===== config.mk =====
export PLATFORM = sky130hd
export DESIGN_NAME = ghap_port
export DESIGN_NICKNAME = d
export VERILOG_FILES = /design/src/core/ghap_pkg.sv /design/src/core/ghap_pin_if.sv /design/src/core/ghap_port.sv /design/src/core/ghap_sync.sv
export SDC_FILE = /design/constraint.sdc
export NUM_CORES = 1
export LEC_CHECK = 0
export BUFFER_PORTS_ARGS = -buffer_cell sky130_fd_sc_hd__buf_2
export CORE_ASPECT_RATIO = 0.75
export CORE_MARGIN = 2
export CORE_UTILIZATION = 24
export DETAILED_ROUTE_END_ITERATION = 8
export SYNTH_ARGS = -nofsm -noshare
export SYNTH_HDL_FRONTEND = slang
export SYNTH_SLANG_ARGS = --single-unit

===== constraint.sdc =====
create_clock -name i_sys_clk -period 2.59 [get_ports i_sys_clk]
set_input_delay 0.518 -clock i_sys_clk [delete_from_list [all_inputs] [get_ports i_sys_clk]]
set_output_delay 0.518 -clock i_sys_clk [all_outputs]
set_load 0.01 [all_outputs]

===== src/core/ghap_pkg.sv =====
// Constants, state codes and pin bundle types for the graphics host access port.
// Assumes a single 25 MHz system clock that also times the local output clocks.
package ghap_pkg;

  localparam int ADDR_W = 27;
  localparam int BSEL_W = 4;

  // Synchroniser depth seen by the reset strap sampler
  localparam logic [1:0] STRAP_WAIT = 2'h2;

  localparam logic [ADDR_W-1:0] ADDR_RST = 27'h0000000;
  localparam logic [BSEL_W-1:0] BSEL_RST = 4'h0;
  localparam logic              STB_IDLE = 1'b1;

  typedef enum logic [2:0] {
    GHAP_IDLE   = 3'b000,
    GHAP_RD_MEM = 3'b001,
    GHAP_RD_RDY = 3'b010,
    GHAP_WR_ACC = 3'b011,
    GHAP_WR_MEM = 3'b100
  } ghap_state_t;

  typedef struct packed {
    logic              cs_n;
    logic              rd_n;
    logic              wr_n;
    logic [ADDR_W-1:0] addr;
    logic [BSEL_W-1:0] bsel;
  } ghap_pins_t;

  localparam ghap_pins_t PINS_RST = '{cs_n: STB_IDLE, rd_n: STB_IDLE, wr_n: STB_IDLE,
                                      addr: ADDR_RST, bsel: BSEL_RST};

endpackage : ghap_pkg


===== src/core/ghap_pin_if.sv =====
// Carrier for the synchronised host pins between the synchroniser and the port core.
// Assumes both ends run on the same system clock.
`timescale 1ns/1ps
interface ghap_pin_if;
  ghap_pkg::ghap_pins_t pins;
  modport src (output pins);
  modport dst (input  pins);
endinterface : ghap_pin_if


===== src/core/ghap_port.sv =====
// Host access port core: latches host address, paces host strobes, drives latch strobes,
// ready and host interrupt. Assumes an internal access engine answers o_acc_req with
// i_acc_done, and that host control register logic supplies the halt clear and request bit.
`timescale 1ns/1ps

// Contract
// [RQ1] Host presents a long-word address on 27 inputs mapping to local bits 5..31.
// [RQ2] Host drives 4 byte selects marking active bytes of the long word.
// [RQ3] Chip select going low captures host address and byte selects.
// [RQ4] Host accesses are accepted only while chip select is low.
// [RQ5] Chip select at reset release picks halted host-present or self-bootstrap mode.
// [RQ6] On reads the latch strobe rises when local read data is ready.
// [RQ7] Host may combine latch strobe with ready to see valid read data.
// [RQ8] Host interrupt follows the interrupt-out request bit of host control.
// [RQ9] Bus fault or retry during a host access can raise the host interrupt.
// [RQ10] Write-latch output enable is asserted during host write cycles.
// [RQ11] Host may combine write-latch enable with ready to see write completion.
// [RQ12] Ready stays low by default and rises only when completion is possible.
// [RQ13] Host waits for ready high before completing its access.
// [RQ14] Host drives the read strobe low to request a read.
// [RQ15] Host drives the write strobe low to signal a pending write.
// [RQ16] Write strobe rising edge means write data sits in the external latch.
// [RQ17] Host never asserts read and write strobes together.
// [RQ18] After host-present reset the device stays halted until halt bit is cleared.
// [RQ19] All host-facing outputs change synchronously to the local clock.
// [RQ20] Captured address and byte selects stay stable for the whole access.
module ghap_port (
  input  wire logic                         i_sys_clk,
  input  wire logic                         i_rstn,
  input  wire logic [ghap_pkg::ADDR_W-1:0]  i_host_long_addr,
  input  wire logic [ghap_pkg::BSEL_W-1:0]  i_host_byte_sel,
  input  wire logic                         i_host_select_n,
  input  wire logic                         i_host_read_n,
  input  wire logic                         i_host_write_n,
  input  wire logic                         i_acc_done,
  input  wire logic                         i_bus_fault_in,
  input  wire logic                         i_retry_in,
  input  wire logic                         i_irq_out_request_bit,
  input  wire logic                         i_fault_irq_en,
  input  wire logic                         i_fault_clr,
  input  wire logic                         i_halt_clear,
  output logic                              o_host_ready_out,
  output logic                              o_read_latch_strobe,
  output logic                              o_write_latch_oe,
  output logic                              o_host_irq_out,
  output logic                              o_acc_req,
  output logic                              o_acc_we,
  output logic [ghap_pkg::ADDR_W-1:0]       o_acc_addr,
  output logic [ghap_pkg::BSEL_W-1:0]       o_acc_bsel,
  output logic                              o_fault_flag,
  output logic                              o_halted,
  output logic                              o_self_boot
);

  // All core state sits in one register so reset and next state stay in step
  typedef struct packed {
    ghap_pkg::ghap_state_t          state;
    logic                           cs_prev;
    logic                           wr_prev;
    logic [ghap_pkg::ADDR_W-1:0]    addr;
    logic [ghap_pkg::BSEL_W-1:0]    bsel;
    logic [1:0]                     strap_cnt;
    logic                           strap_done;
    logic                           halted;
    logic                           self_boot;
    logic                           fault;
    logic                           irq;
    logic                           ready;
    logic                           dstb;
    logic                           oe;
    logic                           req;
    logic                           we;
  } ghap_core_t;

  localparam ghap_core_t CORE_RST = '{
    state:      ghap_pkg::GHAP_IDLE,
    cs_prev:    ghap_pkg::STB_IDLE,
    wr_prev:    ghap_pkg::STB_IDLE,
    addr:       ghap_pkg::ADDR_RST,
    bsel:       ghap_pkg::BSEL_RST,
    strap_cnt:  2'h0,
    strap_done: 1'b0,
    halted:     1'b0,
    self_boot:  1'b0,
    fault:      1'b0,
    irq:        1'b0,
    ready:      1'b0,
    dstb:       ghap_pkg::STB_IDLE,
    oe:         1'b0,
    req:        1'b0,
    we:         1'b0
  };

  ghap_pin_if pin_bus ();

  ghap_sync u_sync (
    .i_sys_clk        (i_sys_clk),
    .i_rstn           (i_rstn),
    .i_host_select_n  (i_host_select_n),
    .i_host_read_n    (i_host_read_n),
    .i_host_write_n   (i_host_write_n),
    .i_host_long_addr (i_host_long_addr),
    .i_host_byte_sel  (i_host_byte_sel),
    .pin_out          (pin_bus.src)
  );

  ghap_pkg::ghap_pins_t p;
  ghap_core_t           q;
  ghap_core_t           d;
  logic                 abort;

  // Retry ends the access exactly like a bus fault; the host still gets ready
  assign p     = pin_bus.pins;
  assign abort = i_bus_fault_in | i_retry_in;

  always_comb begin
    d         = q;
    d.cs_prev = p.cs_n;
    d.wr_prev = p.wr_n;

    // A clear in the strap cycle loses: the strap below sets halted afterwards
    if (i_halt_clear) begin
      d.halted = 1'b0;                               // RQ18
    end
    // Strap waits for the synchroniser to fill so reset values are not mistaken for the pin
    if (!q.strap_done) begin
      if (q.strap_cnt == ghap_pkg::STRAP_WAIT) begin
        d.strap_done = 1'b1;
        d.halted     = p.cs_n;                       // RQ5
        d.self_boot  = ~p.cs_n;                      // RQ5
      end else begin
        d.strap_cnt = q.strap_cnt + 2'h1;
      end
    end

    if (i_fault_clr) begin
      d.fault = 1'b0;
    end

    case (q.state)
      ghap_pkg::GHAP_IDLE: begin
        // Latch only while idle so an access in flight keeps its address
        if (q.cs_prev && !p.cs_n) begin
          d.addr = p.addr;                           // RQ3 RQ1 RQ2 RQ20
          d.bsel = p.bsel;                           // RQ3 RQ20
        end
        if (q.strap_done && !p.cs_n) begin           // RQ4
          if (!p.rd_n) begin                         // RQ14 RQ17
            d.state = ghap_pkg::GHAP_RD_MEM;
            d.req   = 1'b1;
            d.we    = 1'b0;
            d.dstb  = 1'b0;                          // RQ6
          end else if (!p.wr_n) begin                // RQ15
            d.state = ghap_pkg::GHAP_WR_ACC;
            d.ready = 1'b1;                          // RQ12
          end
        end
      end
      ghap_pkg::GHAP_RD_MEM: begin
        if (i_acc_done || abort) begin
          d.state = ghap_pkg::GHAP_RD_RDY;
          d.req   = 1'b0;
          d.dstb  = ghap_pkg::STB_IDLE;              // RQ6
          d.ready = 1'b1;                            // RQ12 RQ7
        end
      end
      ghap_pkg::GHAP_RD_RDY: begin
        // Ready holds until the strobe is seen high, so the host can read the latch at leisure
        if (p.rd_n) begin                            // RQ13
          d.state = ghap_pkg::GHAP_IDLE;
          d.ready = 1'b0;                            // RQ12
        end
      end
      ghap_pkg::GHAP_WR_ACC: begin
        // Memory write waits for the strobe rising edge, when the latch is known to hold data
        if (p.wr_n && !q.wr_prev) begin              // RQ16
          d.state = ghap_pkg::GHAP_WR_MEM;
          d.ready = 1'b0;
          d.oe    = 1'b1;                            // RQ10 RQ11
          d.req   = 1'b1;
          d.we    = 1'b1;
        end
      end
      ghap_pkg::GHAP_WR_MEM: begin
        if (i_acc_done || abort) begin
          d.state = ghap_pkg::GHAP_IDLE;
          d.oe    = 1'b0;                            // RQ10
          d.req   = 1'b0;
          d.we    = 1'b0;
        end
      end
      default: begin
        d = CORE_RST;
      end
    endcase

    // Set beats clear: a fault in the clearing cycle is kept
    if (abort && (q.state == ghap_pkg::GHAP_RD_MEM || q.state == ghap_pkg::GHAP_WR_MEM)) begin
      d.fault = 1'b1;                                // RQ9
    end
    d.irq = i_irq_out_request_bit | (d.fault & i_fault_irq_en); // RQ8 RQ9
  end

  always_ff @(posedge i_sys_clk or negedge i_rstn) begin
    if (!i_rstn) begin
      q <= CORE_RST;
    end else begin
      q <= d;                                        // RQ19
    end
  end

  assign o_host_ready_out    = q.ready;
  assign o_read_latch_strobe = q.dstb;
  assign o_write_latch_oe    = q.oe;
  assign o_host_irq_out      = q.irq;
  assign o_acc_req           = q.req;
  assign o_acc_we            = q.we;
  assign o_acc_addr          = q.addr;
  assign o_acc_bsel          = q.bsel;
  assign o_fault_flag        = q.fault;
  assign o_halted            = q.halted;
  assign o_self_boot         = q.self_boot;

endmodule : ghap_port


===== src/core/ghap_sync.sv =====
// Two-stage synchroniser for every host pin that enters the port.
// Assumes host pins are asynchronous to i_sys_clk; only stage two is read outside.
`timescale 1ns/1ps
module ghap_sync (
  input  wire logic                         i_sys_clk,
  input  wire logic                         i_rstn,
  input  wire logic                         i_host_select_n,
  input  wire logic                         i_host_read_n,
  input  wire logic                         i_host_write_n,
  input  wire logic [ghap_pkg::ADDR_W-1:0]  i_host_long_addr,
  input  wire logic [ghap_pkg::BSEL_W-1:0]  i_host_byte_sel,
  ghap_pin_if.src                           pin_out
);

  typedef struct packed {
    ghap_pkg::ghap_pins_t s1;
    ghap_pkg::ghap_pins_t s2;
  } ghap_sync_t;

  ghap_sync_t q;
  ghap_sync_t d;

  always_comb begin
    d         = q;
    d.s1.cs_n = i_host_select_n;
    d.s1.rd_n = i_host_read_n;
    d.s1.wr_n = i_host_write_n;
    d.s1.addr = i_host_long_addr;
    d.s1.bsel = i_host_byte_sel;
    d.s2      = q.s1;
  end

  always_ff @(posedge i_sys_clk or negedge i_rstn) begin
    if (!i_rstn) begin
      q <= '{s1: ghap_pkg::PINS_RST, s2: ghap_pkg::PINS_RST};
    end else begin
      q <= d;
    end
  end

  assign pin_out.pins = q.s2;

endmodule : ghap_sync


# Word level (Yosys, flattened, before mapping)
# Index checks and enable logic that the tools add are counted.
# word_totals
wordCells,112
regBits,116
out_inout_bits,40
inputBits,43
# op_classes
add_sub_neg,1
reduce_logical,23
n_mux,34
n_eq_ne,18
bitwise,10
# op_table
operator,n
case mux 31 bit (2 select lines),1
2-to-1 mux 31 bit,1
2-to-1 mux 3 bit,9
"!= test 2 bit, second input constant",9
case mux 3 bit (5 select lines),1
2-to-1 mux 2 bit,6
AND reduction 6 bit,2
case mux 1 bit (5 select lines),2
2-to-1 mux 1 bit,9
2-to-1 mux 7 bit,1
inverter 1 bit,7
AND reduction 7 bit,1
"equality test 3 x 2 -> 1 bit, second input constant",2
"!= test 2 x 1 -> 1 bit, second input constant",3
case mux 1 bit (3 select lines),2
AND reduction 2 bit,3
OR reduction 3 bit,2
2-to-1 mux 5 bit,1
AND reduction 5 bit,1
OR reduction 5 bit,1
logical AND 1 bit,4
case mux 1 bit (4 select lines),1
AND reduction 4 bit,1
OR reduction 4 bit,1
other kinds (12),15

# Logic depth before layout (Yosys ltp)
# depth
word_depth,7
mapped_depth,7
mapped_depth_nobuf,6

# Cells and area by module
# A second synthesis with hierarchy kept.
# unflattened
cells_unflattened,320
area_unflattened_um2,4076.4
# by_module_without_submodules
module,seq_area_each_um2,area_each_um2,cells_per_inst,instances
ghap_port,1204.9,2367.3,252,1
ghap_sync,1709.1,1709.1,68,1

# Worst setup path after synthesis
# No wires, ideal clock.
# synth_path
path_type,reg2reg
from,register q[45] in the netlist's numbering
to,"register q, in the netlist o_acc_we"
setup_ns,0.120
stages_incl_launch_ff,5
arrival_time_ns,1.296
synth_period_minus_slack_ns,1.416
required_ns,2.470
path_buffers,0
path_slack_ns,1.174
cell_sequence,dfrtp_1 -> or4b_4 -> a21oi_2 -> nor3_1 -> a31o_1
# synth_via
elab_chain_len,4
word_cells_on_any_way,13
cone_classes,eq/ne (8); mux (1); bitwise (1); reduce/logical (3)
# synth_rtl
item,line,text
start: declaration,ghap_port.sv:108,ghap_core_t q;
start signal: assignment,ghap_port.sv:206,q <= CORE_RST;
start signal: assignment,ghap_port.sv:208,q <= d;
equality test 3 x 1 -> 1 bit or equality test 3 x 2 -> 1 bit (tied branches),ghap_port.sv:140,case (q.state)
OR reduction 2 bit (no line),n/a,
inverter 1 bit (no line),n/a,
AND reduction 5 bit (no line),n/a,
# Parallel ways exist; a longest one is shown, timed or not.
# A chain may end at the register's enable or synchronous reset.

# Worst setup path in the final report
# Ends and elaborated chain as after synthesis.

==> reports/qor.yml <==
run:
  maxCapViolations: 0
global_route:
  antenna_found_initial: 0
  grt_first_pass_wirelength_mm: 13.48
  grt_pass1_vias: 2640
  grt_max_degree: 46
  track_usage_pct: 10.03
  gr-total-overflow: 0
power:
  seqPwrFrac_pct: 39.2
  clockPowerShare_pct: 42.8
  vdd_drop_max_mv: 0.4937
  p_leak_nw: 2.538
  power_frac_comb_pct: 18.0
  p_sw_share_pct: 27.56
  internal_power_mw: 4.531
  power_density_mw_per_mm2: 1202
  p_sw_mw: 1.724
yosys:
  ys_types: 34
  syn_area_per_cell_um2: 12.42
  syn_area_mm2: 0.004036
  ys_ff_latch: 116
  yosysSeqAreaShare_pct: 72.19
  yosys_warnings: 0
  netlist_instances: 325
  syn-num-nets: 369
critical_path:
  setup.worst_path.start: "q[45]"
  start_kind: "flop"
  worstSetupPathType: "flop to flop"
  worstReg2RegEnd: "o_acc_we"
  crit_path_end: "o_acc_we"
  r2r-start: "q[45]"
  crit_arrival_ps: 2000
  cp_max_fo: 13
  rrSetupSlack_ps: 880
  worstPathRequired_ps: 2890
  ff2ff_path_depth: 4
  crit_path_end_kind: "flop"
finish:
  nFillCells: 1720
  multi_input_area_um2: 824.5
  final_cell_mix: "107 x dfrtp_1, 81 x buf_2, 63 x nand2_1"
  drive_gt1_share_pct: 33.67
  antennaDiodeCount: 0
  fin_nets: 432
  seq_area_mm2: 0.002914
  syn_to_final_growth_pct: 28.86
  post-route-cell-area_mm2: 0.005201
  final_common_cell: "dfrtp_1"
worst_hold_path:
  hp-class: "input pin to asynchronous set/reset pin"
detailed_routing:
  drt-initial-drc-count: 156
  ant_nets: 0
  drc: 0
  vias_per_cell: 4.063
  dr.pass1.iters: 4
  wire_per_inst_um: 13.36
  via_count: 2503
  wirelength_mm: 8.230
placed_design:
  place_hpwl_mm: 5.372
  port_buffers: 82
  finalWeightedCongestion: 0.6813
  placed_area_mm2: 0.004518
timing:
  finalHoldViolations: 0
  finalCriticalPeriod_ps: 1706
  finalMaxSlewViolations: 0
  maxSlewHeadroom_pct: 59.77
  setup_viol: 0
  setup_tns_ps: 0
  fin_crit_sh_pct: 65.85
  fmax_ghz: 0.5863
  fin_skew_ps: 7.497
  hold_ws_ps: 53.90
  rsz0062_at_grt: "false"
  worst_slew_pin_slew_ps: 601.1
clock_tree:
  clockBufferDepth: 2
  cts_sinks: 116
  cts_hold_buf: 0
  clockRootBuffer: "clkbuf_16"
  post_cts_buffers: 0
  clk_latency_ps: 420
  cts-buffers-inserted: 17
  clk_pin_slew_ps: 50
  htree_levels: 4
  cts_tree: "built"
  post_cts_resized: 0
die:
  fp.dieH_um: 116.3
  die_w_um: 153.7
  rows: 41
  core_mm2: 0.01662
  num_io_pins: 83
  dieArea_mm2: 0.01788
  start_util_pct: 24.28
run_status:
  status: "completed"
-- cell families after synthesis --
logic type / share of synthesized area, %
mux: 1.054
flops: 72.19
buf+inv: 7.563
fa+ha+maj: 0.3099
simple gates: 14.41
compound gates: 4.247
xor+xnor: 0.2170
-- Yosys cell counts --
| cell type | number | area, um2 |
|---|---|---|
| a31o_1 | 1 | 8.760 |
| mux2_2 | 2 | 22.52 |
| nand2_1 | 63 | 236.5 |
| nor2_2 | 1 | 6.260 |
| o21bai_1 | 1 | 7.510 |
| a311oi_1 | 1 | 8.760 |
| a21o_1 | 1 | 7.510 |
| o2bb2ai_1 | 1 | 8.760 |
| nand3_1 | 33 | 165.2 |
| dfstp_2 | 9 | 236.5 |
| or3_1 | 2 | 12.51 |
| xnor2_1 | 1 | 8.760 |
| clkbuf_1 | 4 | 15.01 |
| nor3_1 | 4 | 20.02 |
| nand2b_1 | 5 | 31.28 |
| dfrtp_1 | 107 | 2678 |
| and3_1 | 2 | 12.51 |
| o21ai_2 | 1 | 8.760 |
| o21ai_0 | 4 | 20.02 |
| buf_4 | 31 | 232.7 |
| a21oi_2 | 1 | 8.760 |
| ha_1 | 1 | 12.51 |
| a21oi_1 | 9 | 45.04 |
| a22oi_1 | 1 | 7.510 |
| mux2i_1 | 2 | 20.02 |
| o311a_1 | 1 | 10.01 |
| nor2_1 | 14 | 52.55 |
| or4b_4 | 1 | 13.76 |
| o22ai_1 | 2 | 12.51 |
| o211a_1 | 1 | 10.01 |
| a21boi_0 | 1 | 7.510 |
| buf_2 | 10 | 50.05 |
| inv_1 | 2 | 7.510 |
| nor2b_1 | 5 | 31.28 |
-- how the worst min path moves through the flow --
stage / startpoint / end / slack (ps) / cells past startpoint
CTS: i_rstn / u_sync.pin_out.pins[15] / 40 / 1
global placement: u_sync.d[25] / u_sync.pin_out.pins[25] / 330 / 0
detailed placement: u_sync.d[17] / u_sync.pin_out.pins[17] / 330 / 0
global route: i_rstn / u_sync.pin_out.pins[15] / 80 / 1
finish: i_rstn / o_acc_addr[7] / 50 / 1
floorplan: i_rstn / o_acc_addr[0] / 220 / 0
-- per-stage QoR --
step                      total power [mW]  setup slack (ps)  util [%]  std cells
after global placement               3.575             933.1     27.18        584
after detailed placement             3.619             925.1     27.18        584
after global routing                 6.610             772.3     31.29        616
after CTS                            6.355             902.9     31.29        616
final                                6.254             884.5     31.29        616
after floorplan                      3.367              1174         -        325
-- routing by layer --
layer	global-route usage, %	vias to the layer above	routed length, um
met1	12.35	1235	3758
met3	4.675	21	588
met2	14.96	89	3717
met4	5.015	0	167
met5	0	-	0
li1	-	1158	-
-- final cells by class --
| type | instances | share of cell area (%) |
|---|---|---|
| clock inverter | 12 | 4.354 |
| tap | 215 | 5.172 |
| multi-input combinational | 162 | 15.85 |
| sequential | 116 | 56.03 |
| clock buffer | 20 | 8.780 |
| timing repair buffer | 89 | 9.670 |
| inverter | 2 | 0.1443 |
-- critical path, stage by stage (launching register included) --
cell and delay [ps]:
dfrtp_1 540, or4b_4 630, a21oi_2 150, nor3_1 60
a31o_1 210
-- registers in the layout (all words and copies together), names as in the netlist --
| register | count |
|---|---|
| o_self_boot | 1 |
| o_acc_we | 1 |
| o_host_irq_out | 1 |
| o_halted | 1 |
| o_read_latch_strobe | 1 |
| q | 8 |
| u_sync.pin_out.pins | 34 |
| u_sync.d | 34 |
| o_acc_req | 1 |
| o_host_ready_out | 1 |
| o_acc_bsel | 4 |
| o_acc_addr | 27 |
| o_fault_flag | 1 |
| o_write_latch_oe | 1 |
-- power by group through the flow --
stage / clock network [mW] / registers [mW] / logic (mW)
floorplan: 0 / 2.39 / 0.974
global placement: 0 / 2.47 / 1.11
detailed placement: 0 / 2.48 / 1.14
CTS: 2.75 / 2.46 / 1.15
global route: 2.83 / 2.50 / 1.27
finish: 2.68 / 2.45 / 1.12
No activity file was read; power rests on OpenSTA's default activity.
